===== src/pew_pkg.sv =====
// Constants, types and timing for the parallel memory host controller
// Assumes a 200 MHz core clock
package pew_pkg;
   localparam int unsigned CLK_PERIOD_PS = 5000;
   localparam int unsigned ADDR_W = 11;
   localparam int unsigned DATA_W = 8;
   localparam int unsigned PAGE_LSB_W = 4;
   localparam int unsigned PAGE_BYTES = 16;
   // Interface timing in ns / us / ms
   localparam int unsigned STROBE_NS = 150;
   localparam int unsigned SETUP_NS = 100;
   localparam int unsigned RECOVER_NS = 50;
   localparam int unsigned ACCESS_NS = 300;
   localparam int unsigned FLOAT_NS = 80;
   localparam int unsigned LOAD_WINDOW_US = 20;
   localparam int unsigned PROG_MS = 10;
   localparam int unsigned STROBE_CYC = (STROBE_NS * 1000 + CLK_PERIOD_PS - 1) / CLK_PERIOD_PS;
   localparam int unsigned SETUP_CYC = (SETUP_NS * 1000 + CLK_PERIOD_PS - 1) / CLK_PERIOD_PS;
   localparam int unsigned RECOVER_CYC = (RECOVER_NS * 1000 + CLK_PERIOD_PS - 1) / CLK_PERIOD_PS;
   localparam int unsigned ACCESS_CYC = (ACCESS_NS * 1000 + CLK_PERIOD_PS - 1) / CLK_PERIOD_PS + 2;
   localparam int unsigned FLOAT_CYC = (FLOAT_NS * 1000 + CLK_PERIOD_PS - 1) / CLK_PERIOD_PS;
   // Byte loads must begin well inside the window: use half of it
   localparam int unsigned LOAD_WINDOW_CYC = LOAD_WINDOW_US * 1000000 / CLK_PERIOD_PS / 2;
   localparam int unsigned PROG_CYC = PROG_MS * (1000000000 / CLK_PERIOD_PS);
   localparam int unsigned TMR_W = 24;
   localparam logic [1:0] RST_SYNC_INIT = 2'h0;

   typedef enum logic [3:0] {
      PEW_IDLE = 4'h0,
      PEW_WR_SETUP = 4'h1,
      PEW_WR_PULSE = 4'h2,
      PEW_WR_HOLD = 4'h3,
      PEW_RD_WAIT = 4'h4,
      PEW_RD_FLOAT = 4'h5,
      PEW_PROG_WAIT = 4'h6,
      PEW_POLL_GAP = 4'h7
   } pew_state_type;

   typedef struct packed {
      logic sel_n;
      logic gate_n;
      logic strobe_n;
      logic [ADDR_W-1:0] location;
      logic [DATA_W-1:0] wdata;
      logic data_oe;
   } pew_pins_type;

   typedef struct packed {
      logic is_write;
      logic last;
      logic [ADDR_W-1:0] addr;
      logic [DATA_W-1:0] data;
   } pew_req_type;

   typedef struct packed {
      logic done;
      logic [DATA_W-1:0] rdata;
      logic busy;
   } pew_rsp_type;
endpackage


===== src/pew_page_mem.sv =====
// Sixteen-byte page buffer, registered read data
// Assumes one clock and one writer
`timescale 1ns/1ps
module pew_page_mem #(
   parameter int unsigned WIDTH = 8,
   parameter int unsigned DEPTH = 16,
   parameter int unsigned AW = 4
) (
   // Clock
   input wire logic clk_in,
   // Write side
   input wire logic wr_en_in,
   input wire logic [AW-1:0] wr_addr_in,
   input wire logic [WIDTH-1:0] wr_data_in,
   // Read side
   input wire logic [AW-1:0] rd_addr_in,
   output logic [WIDTH-1:0] rd_data_out
);
   logic [WIDTH-1:0] mem [DEPTH];

   always_ff @(posedge clk_in) begin
      if (wr_en_in) begin
         mem[wr_addr_in] <= wr_data_in;
      end
      rd_data_out <= mem[rd_addr_in];
   end
endmodule // pew_page_mem


===== src/pew_host.sv =====
// Host controller driving a 2048 x 8 parallel erasable memory
// Assumes the memory pins are on the far side of pads; data input is asynchronous
//
// Operation
// - Write only with select and strobe low and gate high.
// - Host waits the 10 ms programming time unless it polls.
// - One to sixteen bytes may be loaded before programming starts.
// - Host keeps upper location bits fixed during one page load.
// - Each further load starts within 20 us of the previous strobe fall.
// - Host may pulse gate low between page loads, e.g. to poll.
// - Every byte load follows a single write cycle sequence.
// - Select is decoded per device; gate and strobe are shared.
`timescale 1ns/1ps
module pew_host
   import pew_pkg::*;
#(
   parameter int unsigned PROG_CYCLES = PROG_CYC,
   parameter bit USE_POLLING = 1'b1
) (
   // Clock and reset
   input wire logic core_clk_in,
   input wire logic rst_n_in,
   // User request
   input wire logic req_valid_in,
   input pew_pkg::pew_req_type req_in,
   output logic req_ready_out,
   output pew_pkg::pew_rsp_type rsp_out,
   // Memory pins
   output pew_pkg::pew_pins_type pins_out,
   input wire logic [pew_pkg::DATA_W-1:0] data_pins_in
);
   import pew_pkg::*;

   typedef struct packed {
      pew_state_type state;
      logic [TMR_W-1:0] tmr;
      logic [TMR_W-1:0] win;
      logic win_run;
      logic [PAGE_LSB_W:0] count;
      logic [ADDR_W-PAGE_LSB_W-1:0] page;
      logic [ADDR_W-1:0] last_addr;
      logic ending;
      logic polling;
      pew_pins_type pins;
      pew_rsp_type rsp;
   } pew_host_state_type;

   pew_host_state_type cur, next_cur;
   logic [1:0] rst_sync;
   logic rst_n;
   logic [DATA_W-1:0] din_meta, din_sync;
   logic [DATA_W-1:0] page_rdata;

   function automatic logic [TMR_W-1:0] cyc(input int unsigned n);
      return TMR_W'(n > 0 ? n - 1 : 0);
   endfunction

   ////////////////////////////////////////////////////////////////////////////
   // Reset release and pin input synchroniser
   always_ff @(posedge core_clk_in or negedge rst_n_in) begin
      if (!rst_n_in) begin
         rst_sync <= RST_SYNC_INIT;
      end else begin
         rst_sync <= {rst_sync[0], 1'b1};
      end
   end
   assign rst_n = rst_sync[1];

   always_ff @(posedge core_clk_in) begin
      din_meta <= data_pins_in;
      din_sync <= din_meta;
   end

   // Page image; read side gives the last written byte for polling
   pew_page_mem #(.WIDTH(DATA_W), .DEPTH(PAGE_BYTES), .AW(PAGE_LSB_W)) u_page (
      .clk_in(core_clk_in),
      .wr_en_in(req_valid_in && req_ready_out && req_in.is_write),
      .wr_addr_in(req_in.addr[PAGE_LSB_W-1:0]),
      .wr_data_in(req_in.data),
      .rd_addr_in(cur.last_addr[PAGE_LSB_W-1:0]),
      .rd_data_out(page_rdata)
   );

   ////////////////////////////////////////////////////////////////////////////
   // Next state
   always_comb begin
      logic in_page;
      logic same_page;
      next_cur = cur;
      in_page = (cur.count != '0);
      same_page = (req_in.addr[ADDR_W-1:PAGE_LSB_W] == cur.page);
      next_cur.rsp.done = 1'b0;
      if (cur.tmr != '0) begin
         next_cur.tmr = cur.tmr - TMR_W'(1);
      end
      // Page window counter since last strobe fall
      if (cur.win_run && cur.win != '0) begin
         next_cur.win = cur.win - TMR_W'(1);
      end
      req_ready_out = 1'b0;
      unique case (cur.state)
         PEW_IDLE: begin
            // Window expired: device now programs on its own
            if (in_page && cur.win_run && cur.win == '0) begin
               next_cur.win_run = 1'b0;
               next_cur.state = PEW_PROG_WAIT;
               // Device may start up to a full window later than us
               next_cur.tmr = cyc(USE_POLLING ? 1 : PROG_CYCLES + 2 * LOAD_WINDOW_CYC);
               next_cur.polling = USE_POLLING;
            end else if (req_valid_in && req_in.is_write &&
                         (!in_page || same_page) &&
                         cur.count != (PAGE_LSB_W+1)'(PAGE_BYTES)) begin
               req_ready_out = 1'b1;
               next_cur.pins.location = req_in.addr;
               next_cur.pins.wdata = req_in.data;
               next_cur.pins.data_oe = 1'b1;
               next_cur.pins.gate_n = 1'b1;
               next_cur.pins.sel_n = 1'b0;
               next_cur.page = req_in.addr[ADDR_W-1:PAGE_LSB_W];
               next_cur.last_addr = req_in.addr;
               next_cur.count = cur.count + (PAGE_LSB_W+1)'(1);
               next_cur.state = PEW_WR_SETUP;
               next_cur.tmr = cyc(SETUP_CYC);
               next_cur.ending = req_in.last;
            end else if (req_valid_in && !req_in.is_write && !in_page) begin
               // Plain read; only when no page load is open, reads between byte loads are avoided for margin
               req_ready_out = 1'b1;
               next_cur.pins.location = req_in.addr;
               next_cur.pins.data_oe = 1'b0;
               next_cur.pins.sel_n = 1'b0;
               next_cur.pins.gate_n = 1'b0;
               next_cur.state = PEW_RD_WAIT;
               next_cur.tmr = cyc(ACCESS_CYC);
            end
         end
         PEW_WR_SETUP: begin
            if (cur.tmr == '0) begin
               // Strobe falls last: address latched here
               next_cur.pins.strobe_n = 1'b0;
               next_cur.win = cyc(LOAD_WINDOW_CYC);
               next_cur.win_run = 1'b1;
               next_cur.state = PEW_WR_PULSE;
               next_cur.tmr = cyc(STROBE_CYC);
            end
         end
         PEW_WR_PULSE: begin
            if (cur.tmr == '0) begin
               // Strobe rises first, data latched here
               next_cur.pins.strobe_n = 1'b1;
               next_cur.state = PEW_WR_HOLD;
               next_cur.tmr = cyc(RECOVER_CYC);
            end
         end
         PEW_WR_HOLD: begin
            if (cur.tmr == '0) begin
               next_cur.pins.sel_n = 1'b1;
               next_cur.pins.data_oe = 1'b0;
               next_cur.rsp.done = 1'b1;
               next_cur.state = PEW_IDLE;
               // Last byte of the page: stop waiting for more loads
               if (cur.ending) begin
                  next_cur.win = '0;
               end
            end
         end
         PEW_RD_WAIT: begin
            if (cur.tmr == '0) begin
               next_cur.rsp.rdata = din_sync;
               next_cur.pins.gate_n = 1'b1;
               next_cur.pins.sel_n = 1'b1;
               next_cur.state = PEW_RD_FLOAT;
               next_cur.tmr = cyc(FLOAT_CYC);
            end
         end
         PEW_RD_FLOAT: begin
            if (cur.tmr == '0) begin
               if (cur.polling) begin
                  // Done once the top line shows the written bit
                  if (cur.rsp.rdata[DATA_W-1] == page_rdata[DATA_W-1]) begin
                     next_cur.polling = 1'b0;
                     next_cur.count = '0;
                     next_cur.rsp.busy = 1'b0;
                     next_cur.state = PEW_IDLE;
                  end else begin
                     next_cur.state = PEW_POLL_GAP;
                     next_cur.tmr = cyc(RECOVER_CYC);
                  end
               end else begin
                  next_cur.rsp.done = 1'b1;
                  next_cur.state = PEW_IDLE;
               end
            end
         end
         PEW_PROG_WAIT: begin
            next_cur.rsp.busy = 1'b1;
            if (cur.tmr == '0) begin
               if (cur.polling) begin
                  next_cur.state = PEW_POLL_GAP;
               end else begin
                  next_cur.count = '0;
                  next_cur.rsp.busy = 1'b0;
                  next_cur.state = PEW_IDLE;
               end
            end
         end
         PEW_POLL_GAP: begin
            if (cur.tmr == '0) begin
               // Poll read of the last written location
               next_cur.pins.location = cur.last_addr;
               next_cur.pins.sel_n = 1'b0;
               next_cur.pins.gate_n = 1'b0;
               next_cur.state = PEW_RD_WAIT;
               next_cur.tmr = cyc(ACCESS_CYC);
            end
         end
         default: begin
            next_cur.state = PEW_IDLE;
         end
      endcase
   end

   ////////////////////////////////////////////////////////////////////////////
   // State register
   always_ff @(posedge core_clk_in or negedge rst_n) begin
      if (!rst_n) begin
         cur <= '0;
         cur.pins.sel_n <= 1'b1;
         cur.pins.gate_n <= 1'b1;
         cur.pins.strobe_n <= 1'b1;
      end else begin
         cur <= next_cur;
      end
   end

   assign pins_out = cur.pins;
   assign rsp_out = cur.rsp;
endmodule // pew_host


===== config.mk =====
export PLATFORM = sky130hd
export DESIGN_NAME = pew_host
export DESIGN_NICKNAME = d
export VERILOG_FILES = /design/src/pew_pkg.sv /design/src/pew_page_mem.sv /design/src/pew_host.sv
export SDC_FILE = /design/constraint.sdc
export NUM_CORES = 1
export LEC_CHECK = 0
export BUFFER_PORTS_ARGS = -buffer_cell sky130_fd_sc_hd__clkbuf_2
export CAP_MARGIN = 15
export CORE_MARGIN = 2
export CORE_UTILIZATION = 52
export DETAILED_ROUTE_END_ITERATION = 16
export PLACE_DENSITY = 0.72
export SLEW_MARGIN = 5
export SYNTH_ARGS = -nofsm -noshare
export SYNTH_HDL_FRONTEND = slang
export SYNTH_HIERARCHICAL = 1
export SYNTH_SLANG_ARGS = --single-unit

===== constraint.sdc =====
create_clock -name core_clk_in -period 6.6 [get_ports core_clk_in]
set_input_delay 0.66 -clock core_clk_in [delete_from_list [all_inputs] [get_ports core_clk_in]]
set_output_delay 0.66 -clock core_clk_in [all_outputs]
set_load 0.02 [all_outputs]

=== After elaboration in Yosys (flattened, before gate mapping) ===
Memory sizes are Yosys's and may differ from the RTL's. A register that Yosys moved wholly into a read port is not among the register bits.
Index checks and enable logic that the tools add are counted.

* Flip-flop bits (word level): 129
* Memory bits (writable): 128
* Input port bits: 32
* Output and inout bits: 34
* Logic and storage cells: 163
* Memories: 1

* $add $sub $neg: 3
* Eq/ne operators: 25
* Multiplexer cells: 72
* Bitwise logic cells: 1
* Reductions and logical operators: 40

{| class="wikitable"
|+ Memory list
! memory !! depth !! width !! rd ports !! clocked after memory_dff !! write ports !! RTL line !! source
|-
| u_page.mem || 16 || 8 || 1 || 1 || 1 || pew_page_mem.sv:19 || <nowiki>logic [WIDTH-1:0] mem [DEPTH];</nowiki>
|}

{| class="wikitable"
|+ Operator list
! cell !! number
|-
| two-way mux 28 bit || 7
|-
| two-way mux 24 bit || 8
|-
| case mux 24 bit (6 select lines) || 1
|-
| two-way mux 53 bit || 1
|-
| zero test 24 bit || 2
|-
| case mux 24 bit (2 select lines) || 1
|-
| nonzero test 24 bit || 2
|-
| subtractor 24 x 1 -> 24 bit, second input constant || 2
|-
| two-way mux 11 bit || 3
|-
| case mux 4 bit (8 select lines) || 1
|-
| != test 2 bit, second input constant || 13
|-
| two-way mux 5 bit || 5
|-
| two-way mux 1 bit || 22
|-
| case mux 11 bit (2 select lines) || 1
|-
| two-way mux 20 bit || 1
|-
| equality test 4 x 3 -> 1 bit, second input constant || 4
|-
| AND reduction 8 bit || 2
|-
| case mux 5 bit (3 select lines) || 1
|-
| two-way mux 2 bit || 6
|-
| case mux 1 bit (2 select lines) || 6
|-
| AND reduction 3 bit || 4
|-
| AND reduction 4 bit || 3
|-
| nonzero test 2 bit || 6
|-
| logical AND 1 bit || 10
|-
| other kinds (23) || 29
|}

=== Logic depth before layout (Yosys ltp) ===
Gate-level depths: netlist of the first run.

* Depth after elaboration: 12
* Depth in mapped cells: 11
* Gate-level depth less buffers: 9

=== Cells and area by module ===
The synthesis of the first run kept the hierarchy.

{| class="wikitable"
|+ By module, submodules not included
! module !! times used !! cells an instance !! area an instance (um2) !! sequential area each (um2)
|-
| pew_host || 1 || 629 || 6,022.0 || 2,951.6
|-
| pew_page_mem || 1 || 229 || 5,147.4 || 4,003.8
|}

=== Least setup slack after synthesis of the first run ===
OpenSTA, ideal clock, no wires.

* Path type: input -> register
* From: input req_in[18] (netlist bit)
* To: memory u_page.mem[0][0], enable pin
* Library setup time: 0.383 ns
* Data arrival time: 3.509 ns
* Data required time: 6.217 ns
* Setup slack: 2.708 ns
* Cell stages on the path: 9
* Path buffers: 2
* Cells stage by stage: xor2_1 > a2111oi_0 > a21oi_1 > or4_1 > buf_2 > inv_2 > clkbuf_1 > or3b_2 > nor3_1

* Word-level cells in the longest chain between the ends: 11

{| class="wikitable"
|+ Ends and longest elaborated chain
! what !! RTL line !! source
|-
| start: declaration || pew_host.sv:25 || <nowiki>input pew_pkg::pew_req_type req_in,</nowiki>
|-
| equality test 7 bit || pew_host.sv:91 || <nowiki>same_page = (req_in.addr[ADDR_W-1:PAGE_LSB_W] == cur.page);</nowiki>
|-
| logical OR 1 bit || pew_host.sv:111 || <nowiki>(!in_page || same_page) &&</nowiki>
|-
| logical AND 1 bit || pew_host.sv:110 || <nowiki>end else if (req_valid_in && req_in.is_write &&</nowiki>
|-
| logical AND 1 bit || pew_host.sv:111 ||
|-
| two-way mux 1 bit || pew_host.sv:110 ||
|-
| two-way mux 1 bit || pew_host.sv:104 || <nowiki>if (in_page && cur.win_run && cur.win == '0) begin</nowiki>
|-
| two-way mux 1 bit || pew_host.sv:101 || <nowiki>unique case (cur.state)</nowiki>
|-
| logical AND 1 bit (2 in a row) || pew_host.sv:77 || <nowiki>.wr_en_in(req_valid_in && req_ready_out && req_in.is_write),</nowiki>
|-
| two-way mux 1 bit || pew_page_mem.sv:22 || <nowiki>if (wr_en_in) begin</nowiki>
|-
| two-way mux 1 bit (not written as such) || pew_page_mem.sv:23 || <nowiki>mem[wr_addr_in] <= wr_data_in;</nowiki>
|-
| end: declaration || pew_page_mem.sv:19 ||
|}

No other way between the ends.

=== Worst setup path in the final report of the first run ===
* From: register cur[53] (netlist bit)
* To: memory u_page.mem[0][7], enable pin

* Word-level cells in the longest chain between the ends: 12
* Elaborated cells on any way between the ends: 17
* Those cells by class: 1 x eq/ne; 6 x mux; 10 x reduce/logical

{| class="wikitable"
|+ Ends and longest elaborated chain
! what !! RTL line !! source
|-
| start: declaration || pew_host.sv:48 || <nowiki>pew_host_state_type cur, next_cur;</nowiki>
|-
| start signal: assignment || pew_host.sv:231 || <nowiki>cur <= next_cur;</nowiki>
|-
| nonzero test 5 bit || pew_host.sv:90 || <nowiki>in_page = (cur.count != '0);</nowiki>
|-
| zero test 1 bit || pew_host.sv:111, pew_host.sv:125 ||
|-
| logical OR 1 bit || pew_host.sv:111 ||
|-
| logical AND 1 bit || pew_host.sv:110 ||
|-
| logical AND 1 bit || pew_host.sv:111 ||
|-
| two-way mux 1 bit || pew_host.sv:110 ||
|-
| two-way mux 1 bit * || pew_host.sv:104 ||
|-
| two-way mux 1 bit * || pew_host.sv:101 ||
|-
| logical AND 1 bit * (2 in a row) || pew_host.sv:77 ||
|-
| two-way mux 1 bit * || pew_page_mem.sv:22 ||
|-
| two-way mux 1 bit (not written as such) * || pew_page_mem.sv:23 ||
|}

Every way passes the cells marked *; elsewhere a longest branch is shown, timed or not.

==> results.md, run 1 <==
- Placed cell area: 6960 µm²
- Clock network fraction of total power: 36.5%
- Setup_tns: 0 ps
- CTS H-Tree Depth: 4
- Die Ht: 119 µm
- Cell family with most CP delay: simple AND/OR/NAND/NOR gates
- Std-Cell Rows: 41
- Final non-filler cell total: 893
- CTS buffer count: 17
- Placeable Area: about 13000 µm²
- Synth warn: 6
- Area of the multi-input gates: 2910 µm²
- Post-DRT Antenna Nets: 0
- Worst EP required: 6720 ps
- Share of layout cells above drive strength 1: between 15 and 20%
- Switching share of power: between 30% and 40%
- Worst reg2reg startpoint: cur[53]
- Core Util, Final: 59.4%
- Num Clock Sinks: between 100 and 150
- Tightest Pin Transition: 973 ps
- Root buf cell: clkbuf_16
- Largest net degree at the start of global routing: 54
- Internal Power: between 0.0015 and 0.002 W
- Syn_area_per_cell: roughly 10 µm²
- Top Ports: 66
- Setup crit end kind: flip-flop
- WP buf/inv: 2
- Clock Pin Slew Worst Setup and Hold Paths: around 60 ps
- Reg2reg end: u_page/mem[0][7]
- Pre-CTS setup slack: 2510 ps
- Vias per cell: 5.62
- Crit path arrival time: 4000 ps
- Register area: 3460 µm²
- First-pass GRT wire length: between 20 and 25 mm
- Tot GR Track Use: 20.8%
- FF-to-FF path depth: 8
- PD cells: 341 nW/µm²
- NetSw: 0.000805 W
- Port Buffers: 65
- Min-Delay Path Class: primary input to async pin
- Routability cong.: 0.846
- Worst setup margin: 2720 ps
- Vias: 5017
- Peak supply drop: 0.190 mV
- Final wirelength: 13.9 mm
- Detailed Place HPWL: roughly 9.3 mm
- Slew HR: 33.4%
- WL per Instance: 15.6 µm
- Final Critical Period: 3880 ps
- Comb pwr share: approximately a fifth
- Final instance area: 7550 µm²
- Syn_nets: between 700 and 800
- First-pass DRT Iterations: 5
- GRT overflow: 0
- Crit-path cells: inv_1 -> ha_1 -> a2111oi_0 -> a21oi_1 -> or4_1 -> inv_2 -> or3b_2 -> nor3_1
- Delay of the slowest critical-path stage: between 800 and 900 ps
- Final hold vios: 0
- Vias in the first global route: 4957
- Initial antenna violation count: 0
- Initial Utilization: a little over half
- Post CTS Setup Buffer Count: 0
- Die area: 14100 µm²
- Crit Path Class: flip-flop to flip-flop
- Placed insts: roughly 860
- Synthesized cell area: between 6000 and 7000 µm²
- CTS tree: built
- Worst Skew: 12.5 ps
- Max_cap viols: 0
- Cts repair resizes: 0
- Die W: 119 µm
- DRC Markers: 0
- Sequential share of power: a little over two fifths
- Drt first-iter violations: 299
- Slew Viols, Final: 0
- Max Fanout on Critical Path: 29
- Antenna Diode Count: 0
- Worst-case clock buffer depth: 2
- Crit path launch type: flip-flop
- Layout net count: around 750
- Gate Count Post-Synth: 690
- Final setup viols: 0
- RSZ-0062 raised after global routing: no
- Slowest CP cell: or4_1
- Fillers: between 1000 and 1500
- Max Fclk: approximately 0.26 GHz
- Leakage: 3.19 nW
- Tcrit/Tclk final: between 50% and 60%
- Layout Area Growth over Synthesis: 10.3%
- Reg2reg setup slack: 2720 ps
- Outcome: finished clean
- Post-CTS Hold Buffers: 0
- Worst-Skew Late Latency: 420 ps
==> worst max-delay path by stage <==
stage | start | cells after the start | to
after CTS | cur[53] | 8 | u_page/mem[0][7]
after global placement | req_in[14] | 8 | u_page/mem[0][7]
final | cur[53] | 8 | u_page/mem[0][7]
after detailed placement | req_in[18] | 8 | u_page/mem[0][7]
after floorplan | req_in[18] | 9 | u_page/mem[0][7]
after global routing | cur[53] | 8 | u_page/mem[0][7]
==> flip-flops by register name (all words and copies together), names as in the netlist <==
register and flops:
cur 70, pins_out 23, u_page/mem 16, rsp_out 10
din_meta 8, din_sync 8, rst_sync 2, u_page/rd_data_out 1
==> metal layers <==
metal | part of all wire (%) | up-vias | track usage (%)
met3 | 5.0 | 28 | 6.13
met4 | 1.9 | 0 | 8.63
li1 | - | 2411 | -
met5 | 0 | - | 0
met1 | 46 | 2438 | 27.6
met2 | 47 | 140 | 32.1
==> worst reg2reg max path, stage by stage, from the launching register on <==
cell and delay, ps:
dfrtp_1 390, inv_1 60, ha_1 210, a2111oi_0 550, a21oi_1 200, or4_1 870
inv_2 570, or3b_2 550, nor3_1 170
==> area by class of cell <==
cell class                 instances  share of cell area, %
timing repair buffer              67                   4.50
tap                              172                   2.85
sequential                       138                   45.7
inverter                          12                  0.596
clock inverter                    11                   1.59
clock buffer                      21                   6.23
multi-input combinational        472                   38.5
==> through the flow <==
| step | power, W | hold slack (ps) |
|---|---|---|
| after floorplan | 0.00152 | 310 |
| after global placement | 0.00162 | 310 |
| after detailed placement | 0.00164 | 312 |
| after CTS | 0.00259 | 1.21 |
| after global routing | 0.00271 | 3.56 |
| final | 0.00257 | 20.6 |
==> power groups by stage <==
stage | combinational, W | clock, W | sequential, W
2_1_floorplan | 0.000440 | 0 | 0.00108
3_3_place_gp | 0.000490 | 0 | 0.00113
3_5_place_dp | 0.000502 | 0 | 0.00114
4_1_cts | 0.000507 | 0.000956 | 0.00113
5_1_grt | 0.000567 | 0.000989 | 0.00115
6_report | 0.000509 | 0.000938 | 0.00113
==> layout by cell type (no fill, tap or decap), drive strengths merged, types with 9 or more instances in the layout <==
master	n
nand2b	9
clkbuf	86
nand3	13
nand2	95
nor2	81
nor3	26
nor4	13
a21oi	15
xor2	21
dfrtp	102
mux2	11
dfxtp	17
inv	12
a22oi	14
xnor2	25
or3	15
edfxtp	16
o21ai	36
or4	12
Note: power is estimated with default switching activity, not from simulation.
==> run 2, diff against run 1 <==
- clock period: 6.6 -> 4 ns (I/O delays scaled with it)
==> run 2 against run 1 <==
Effect of this change: utilization up 0.18 points; setup slack worse by 2200 ps; hold slack better by 58 ps; combinational power up 75%; register-to-register slack worse by 1900 ps; via count up 0.58%; first-iteration DRC count up 7.0%; clock power up 58%; global-route usage up 1.0 points; routed wire length up 4.4%; sequential power up 62%.
==> results.md, run 2 (same netlist as run 1, synthesis figures left out) <==
- Leakage: 3.19 nW (about the same)
- First-pass GRT wire length: 24.7 mm (was 23.7 mm)
- Placed insts: 866 (was 861)
- PD cells: 555 nW/µm² (was 341 nW/µm²)
- Layout Area Growth over Synthesis: 10.6% (was 10.3%)
- CTS H-Tree Depth: 4 (unchanged)
- Tightest Pin Transition: 1120 ps (was 973 ps)
- Top Ports: 66 (unchanged)
- Biggest register: cur (unchanged)
- Initial antenna violation count: 0 (unchanged)
- Placeable Area: 12700 µm² (unchanged)
- Crit path launch type: flip-flop (unchanged)
- Min-Delay Path Class: primary input to flip-flop (was primary input to async pin)
- Max Fclk: 0.290 GHz
- Final hold vios: 0 (unchanged)
- Std-Cell Rows: 41 (unchanged)
- Critical path startpoint: cur[53] (unchanged)
- Worst reg2reg startpoint: cur[53] (unchanged)
- WL per Instance: 16.1 µm (was 15.6 µm)
- Peak supply drop: 0.380 mV (was 0.190 mV)
- Final instance area: 7580 µm² (was 7550 µm²)
- Met2 WL: 6.59 mm (was 6.48 mm)
- Max layer used: met4 (unchanged)
- Worst EP required: 3600 ps (was 6720 ps)
- Final non-filler cell total: 899 (was 893)
- Share of layout cells above drive strength 1: 18.4% (was 18.3%)
- CTS tree: built (unchanged)
- First-pass DRT Iterations: 6 (was 5)
- Setup_tns: 0 ps (unchanged)
- Hold Path Origin: data_pins_in[4]
- Outcome: finished clean (unchanged)
- Antenna Diode Count: 0 (unchanged)
- Met1 wire length: 6.93 mm (was 6.45 mm)
- Crit Path Class: flip-flop to output pin (was flip-flop to flip-flop)
- Worst setup margin: 556 ps (was 2720 ps)
- Met3 wire len: 738 µm (was 695 µm)
- Die area: 14100 µm² (unchanged)
- Largest net degree at the start of global routing: 40 (was 54)
- Most common cell after layout, fill and taps aside: dfrtp_1 (unchanged)
- GRT overflow: 0 (unchanged)
- Worst Skew: 12.8 ps (was 12.5 ps)
- Layout net count: 752 (was 746)
- CTS buffer count: 17 (unchanged)
- Final setup viols: 0 (unchanged)
- RSZ-0062 raised after global routing: no (unchanged)
- Die Ht: 119 µm (unchanged)
- Pre-CTS setup slack: 865 ps (was 2510 ps)
- Vias in the first global route: 4941 (was 4957)
- Largest register FFs: 70 (unchanged)
- Tot Pwr: 0.00420 W (was 0.00257 W)
- DRC Markers: 0 (unchanged)
- Initial Utilization: 53.9% (unchanged)
- Routability cong.: 0.917 (was 0.846)
- Placed cell area: 7000 µm² (was 6960 µm²)
- Clock Pin Slew Worst Setup and Hold Paths: 60 ps (about the same)
- Drt first-iter violations: 320 (was 299)
- Root buf cell: clkbuf_16 (unchanged)
- Vias: 5046 (was 5017)
- Post-DRT Antenna Nets: 0 (unchanged)
- Tot GR Track Use: 21.9% (was 20.8%)
- Final Critical Period: 3440 ps
- Tcrit/Tclk final: between 80% and 90%
- Worst-Skew Late Latency: 420 ps (about the same)
- Commonest cells after routing, fill and taps aside: dfrtp_1 (101), nand2_1 (95), nor2_1 (71) (unchanged)
- Port Buffers: 65 (unchanged)
- Slew Viols, Final: 0 (unchanged)
- Worst-case clock buffer depth: 2 (unchanged)
- Die W: 119 µm (unchanged)
- Setup crit end kind: output pin (was flip-flop)
- Num Clock Sinks: 138 (unchanged)
- Crit path arrival time: 3040 ps (was 4000 ps)
- Detailed Place HPWL: 9.82 mm (was 9.34 mm)
- Max_cap viols: 0 (unchanged)
- Final wirelength: 14.5 mm (was 13.9 mm)
- Max Fanout on Critical Path: 6 (was 29)
- Vias per cell: 5.61 (was 5.62)
- Slew HR: 23.4% (was 33.4%)
-- run 2: worst paths after layout --
kind	endpoint	slack, ps	depth (start not counted)
setup / recovery	req_ready_out	560	6
hold / removal	din_meta[4]	80	1
max in group asynchronous	pins_out[22]	2810	1
hold reg to reg	cur[85]	300	0
min in group asynchronous	rst_sync[1]	290	2
setup reg to reg	u_page/mem[4][7]	780	9
-- run 2: area by class of cell --
| cell class | count | area [µm²] |
|---|---|---|
| timing repair buffer | 73 | 388 |
| sequential | 138 | 3460 |
| inverter | 12 | 45.0 |
| multi-input combinational | 472 | 2910 |
| clock buffer | 24 | 504 |
| tap | 172 | 215 |
| clock inverter | 8 | 61.3 |
| fill | 1136 | 5140 |
-- run 2: layer usage --
layer,global-route usage [%],up-vias
li1,-,2424
met1,31.5,2464
met2,32.5,132
met3,5.16,26
met4,7.66,0
met5,0,-
-- run 2: power breakdown --
part           internal [W]  switching, W
sequential          0.00161      0.000221
combinational      0.000358      0.000533
clock              0.000886      0.000599
total               0.00285       0.00135
-- run 2: critical path, stage by stage (launching register included) --
cell and delay [ps]:
dfrtp_1 410, inv_1 60, ha_1 200, a2111oi_0 610
a31oi_1 310, nor3_1 730, clkbuf_2 300
-- run 2: what timing repair did --
| action | in CTS | in global routing |
|---|---|---|
| gates resized for setup | 0 | 0 |
| endpoints found under the hold margin | 2 | 0 |
| hold buffers | 1 | 0 |
| setup buffers | 0 | 0 |
-- run 2: per-stage QoR --
step / util [%] / hold slack, ps
after floorplan: - / 104
after global placement: 55.0 / 185
after detailed placement: 55.0 / 188
after CTS: 59.6 / 65.6
after global routing: 59.6 / 62.9
final: 59.6 / 79.1
==> run 3, diff against run 2 <==
==> constraint.sdc (replaced) <==
create_clock -name core_clk_in -period 4 [get_ports core_clk_in]
set_input_delay 0.4 -clock core_clk_in [delete_from_list [all_inputs] [get_ports core_clk_in]]
set_output_delay 0.4 -clock core_clk_in [all_outputs]
set_load 0.01 [all_outputs]
==> run 3 against run 2 <==
Effect of this change: register-to-register slack better by 140 ps; count of clock-buffer cells in the layout shrank 5; global-route usage is essentially flat.
==> results.md, run 3 (same netlist as run 1, synthesis figures left out) <==
- Outcome: finished clean (unchanged)
- Max Fanout on Critical Path: 6 (unchanged)
- Num Clock Sinks: 138 (unchanged)
- Setup_tns: 0 ps (unchanged)
- Fillers: 1118 (was 1136)
- Tot GR Track Use: 21.9% (about the same)
- Placeable Area: 12700 µm² (unchanged)
- Share of layout cells above drive strength 1: 19.0% (was 18.4%)
- Final Critical Period: 3370 ps (was 3440 ps)
- Largest register FFs: 70 (unchanged)
- WL per Instance: 16.2 µm (was 16.1 µm)
- Delay of the slowest critical-path stage: 740 ps (was 730 ps)
- Vias in the first global route: 5067 (was 4941)
- Hold Slack: 75.6 ps (was 79.1 ps)
- Worst Skew: 10.2 ps (was 12.8 ps)
- Min-Delay Path Class: primary input to flip-flop (unchanged)
- Crit path launch type: flip-flop (unchanged)
- Port Buffers: 65 (unchanged)
- Std-Cell Rows: 41 (unchanged)
- Antenna Diode Count: 0 (unchanged)
- Max Fclk: 0.297 GHz (was 0.290 GHz)
- First-pass GRT wire length: 24.9 mm (was 24.7 mm)
- Slew Viols, Final: 0 (unchanged)
- Commonest cells after routing, fill and taps aside: dfrtp_1 (101), nand2_1 (95), nor2_1 (71) (unchanged)
- Root buf cell: clkbuf_16 (unchanged)
- Top Ports: 66 (unchanged)
- Peak supply drop: 0.417 mV (was 0.380 mV)
- Crit path arrival time: 2970 ps (was 3040 ps)
- Drt first-iter violations: 381 (was 320)
- Biggest register: cur (unchanged)
- Initial antenna violation count: 0 (unchanged)
- CTS H-Tree Depth: 4 (unchanged)
- CTS tree: built (unchanged)
- Detailed Place HPWL: 9.76 mm (was 9.82 mm)
- Die W: 119 µm (unchanged)
- Layout net count: 752 (unchanged)
- Slowest CP cell: nor3_1 (unchanged)
- Vias per cell: 5.70 (was 5.61)
- Clock Pin Slew Worst Setup and Hold Paths: 70 ps (was 60 ps)
- CTS buffer count: 17 (unchanged)
- GRT overflow: 0 (unchanged)
- Most common cell after layout, fill and taps aside: dfrtp_1 (unchanged)
- Die Ht: 119 µm (unchanged)
- Final hold vios: 0 (unchanged)
- Tcrit/Tclk final: 84.2% (was 86.1%)
- Routability cong.: 0.917 (about the same)
- Worst-case clock buffer depth: 2 (unchanged)
- RSZ-0062 raised after global routing: no (unchanged)
- Die area: 14100 µm² (unchanged)
- Worst EP required: 3600 ps (about the same)
- Cell family with most CP delay: compound AO/OA/AOI/OAI gates (unchanged)
- WP buf/inv: 2 (unchanged)
- First-pass DRT Iterations: 5 (was 6)
- Crit Path Class: flip-flop to output pin (unchanged)
- Pre-CTS setup slack: 944 ps (was 865 ps)
- Setup crit end kind: output pin (unchanged)
- PD cells: 560 nW/µm² (was 555 nW/µm²)
- DRC Markers: 0 (unchanged)
- Post-DRT Antenna Nets: 0 (unchanged)
- Final wirelength: 14.5 mm (about the same)
- Slew HR: 28.1% (was 23.4%)
- Largest net degree at the start of global routing: 40 (unchanged)
- Vias: 5123 (was 5046)
- Layout Area Growth over Synthesis: 11.1% (was 10.6%)
- Max_cap viols: 0 (unchanged)
- Final setup viols: 0 (unchanged)
- Crit-path cells: inv_1 -> ha_1 -> a2111oi_0 -> a31oi_1 -> nor3_1 -> clkbuf_2 (unchanged)
- Tightest Pin Transition: 1050 ps (was 1120 ps)
- Leakage: 3.23 nW (was 3.19 nW)
- Initial Utilization: 53.9% (unchanged)
- Worst setup margin: 633 ps (was 556 ps)
- Worst-Skew Late Latency: 420 ps (about the same)
[run 3: cell count changes in the layout (fill, tap and decap cells not counted), moves of 2 or more]
cell        previous run  this run
clkbuf_1               4         0
inv_4                  0         2
inv_8                  0         3
clkinvlp_4             4         0
clkinv_4               2         4
inv_6                  1         3
[run 3: timing repair]
item | 4_1_cts | 5_1_grt
resized for setup | 0 | 0
hold buffers | 1 | 0
hold endpoints to repair | 2 | 0
endpoints found under the setup margin | 0 | 0
buffers inserted | 0 | 0
[run 3: final timing paths]
path	start	depth (start not counted)	to	slack, ps
worst max-delay path	cur[53]	6	req_ready_out	630
worst min-delay path	data_pins_in[3]	1	din_meta[3]	80
worst max register to register	cur[53]	9	u_page/mem[4][7]	920
worst min register to register	rst_sync[1]	0	cur[85]	310
max in group asynchronous	rst_sync[1]	1	pins_out[20]	2810
min in group asynchronous	rst_n_in	2	rst_sync[1]	290
[run 3: metrics by stage]
| step | instance area (µm²) | instances | total power (W) | utilization, % |
|---|---|---|---|---|
| 3_3_place_gp | 7000 | 866 | 0.00268 | 55.0 |
| 4_1_cts | 7610 | 899 | 0.00427 | 59.8 |
| 5_1_grt | 7610 | 899 | 0.00448 | 59.8 |
| 3_5_place_dp | 7000 | 866 | 0.00271 | 55.0 |
| 6_report | 7610 | 899 | 0.00426 | 59.8 |
| 2_1_floorplan | 6850 | 690 | 0.00249 | - |
[run 3: cell type report]
class | count | area (µm²) | share of cell area [%]
Sequential cell | 138 | 3460 | 45.4
Timing Repair Buffer | 73 | 388 | 5.10
Inverter | 12 | 45.0 | 0.592
Multi-Input combinational cell | 472 | 2910 | 38.2
Clock buffer | 19 | 475 | 6.25
Clock inverter | 13 | 124 | 1.63
Tap cell | 172 | 215 | 2.83
[run 3: where the power goes]
part	switching (W)	internal [W]
Clock	0.000664	0.000895
Combinational	0.000518	0.000358
Sequential	0.000222	0.00161
[run 3: metal layers]
layer | global-route usage [%] | routed length [µm] | vias up
met4 | 8.41 | 260 | 0
met3 | 5.07 | 661 | 22
li1 | - | - | 2428
met5 | 0 | 0 | -
met2 | 34.4 | 6890 | 146
met1 | 29.5 | 6710 | 2527
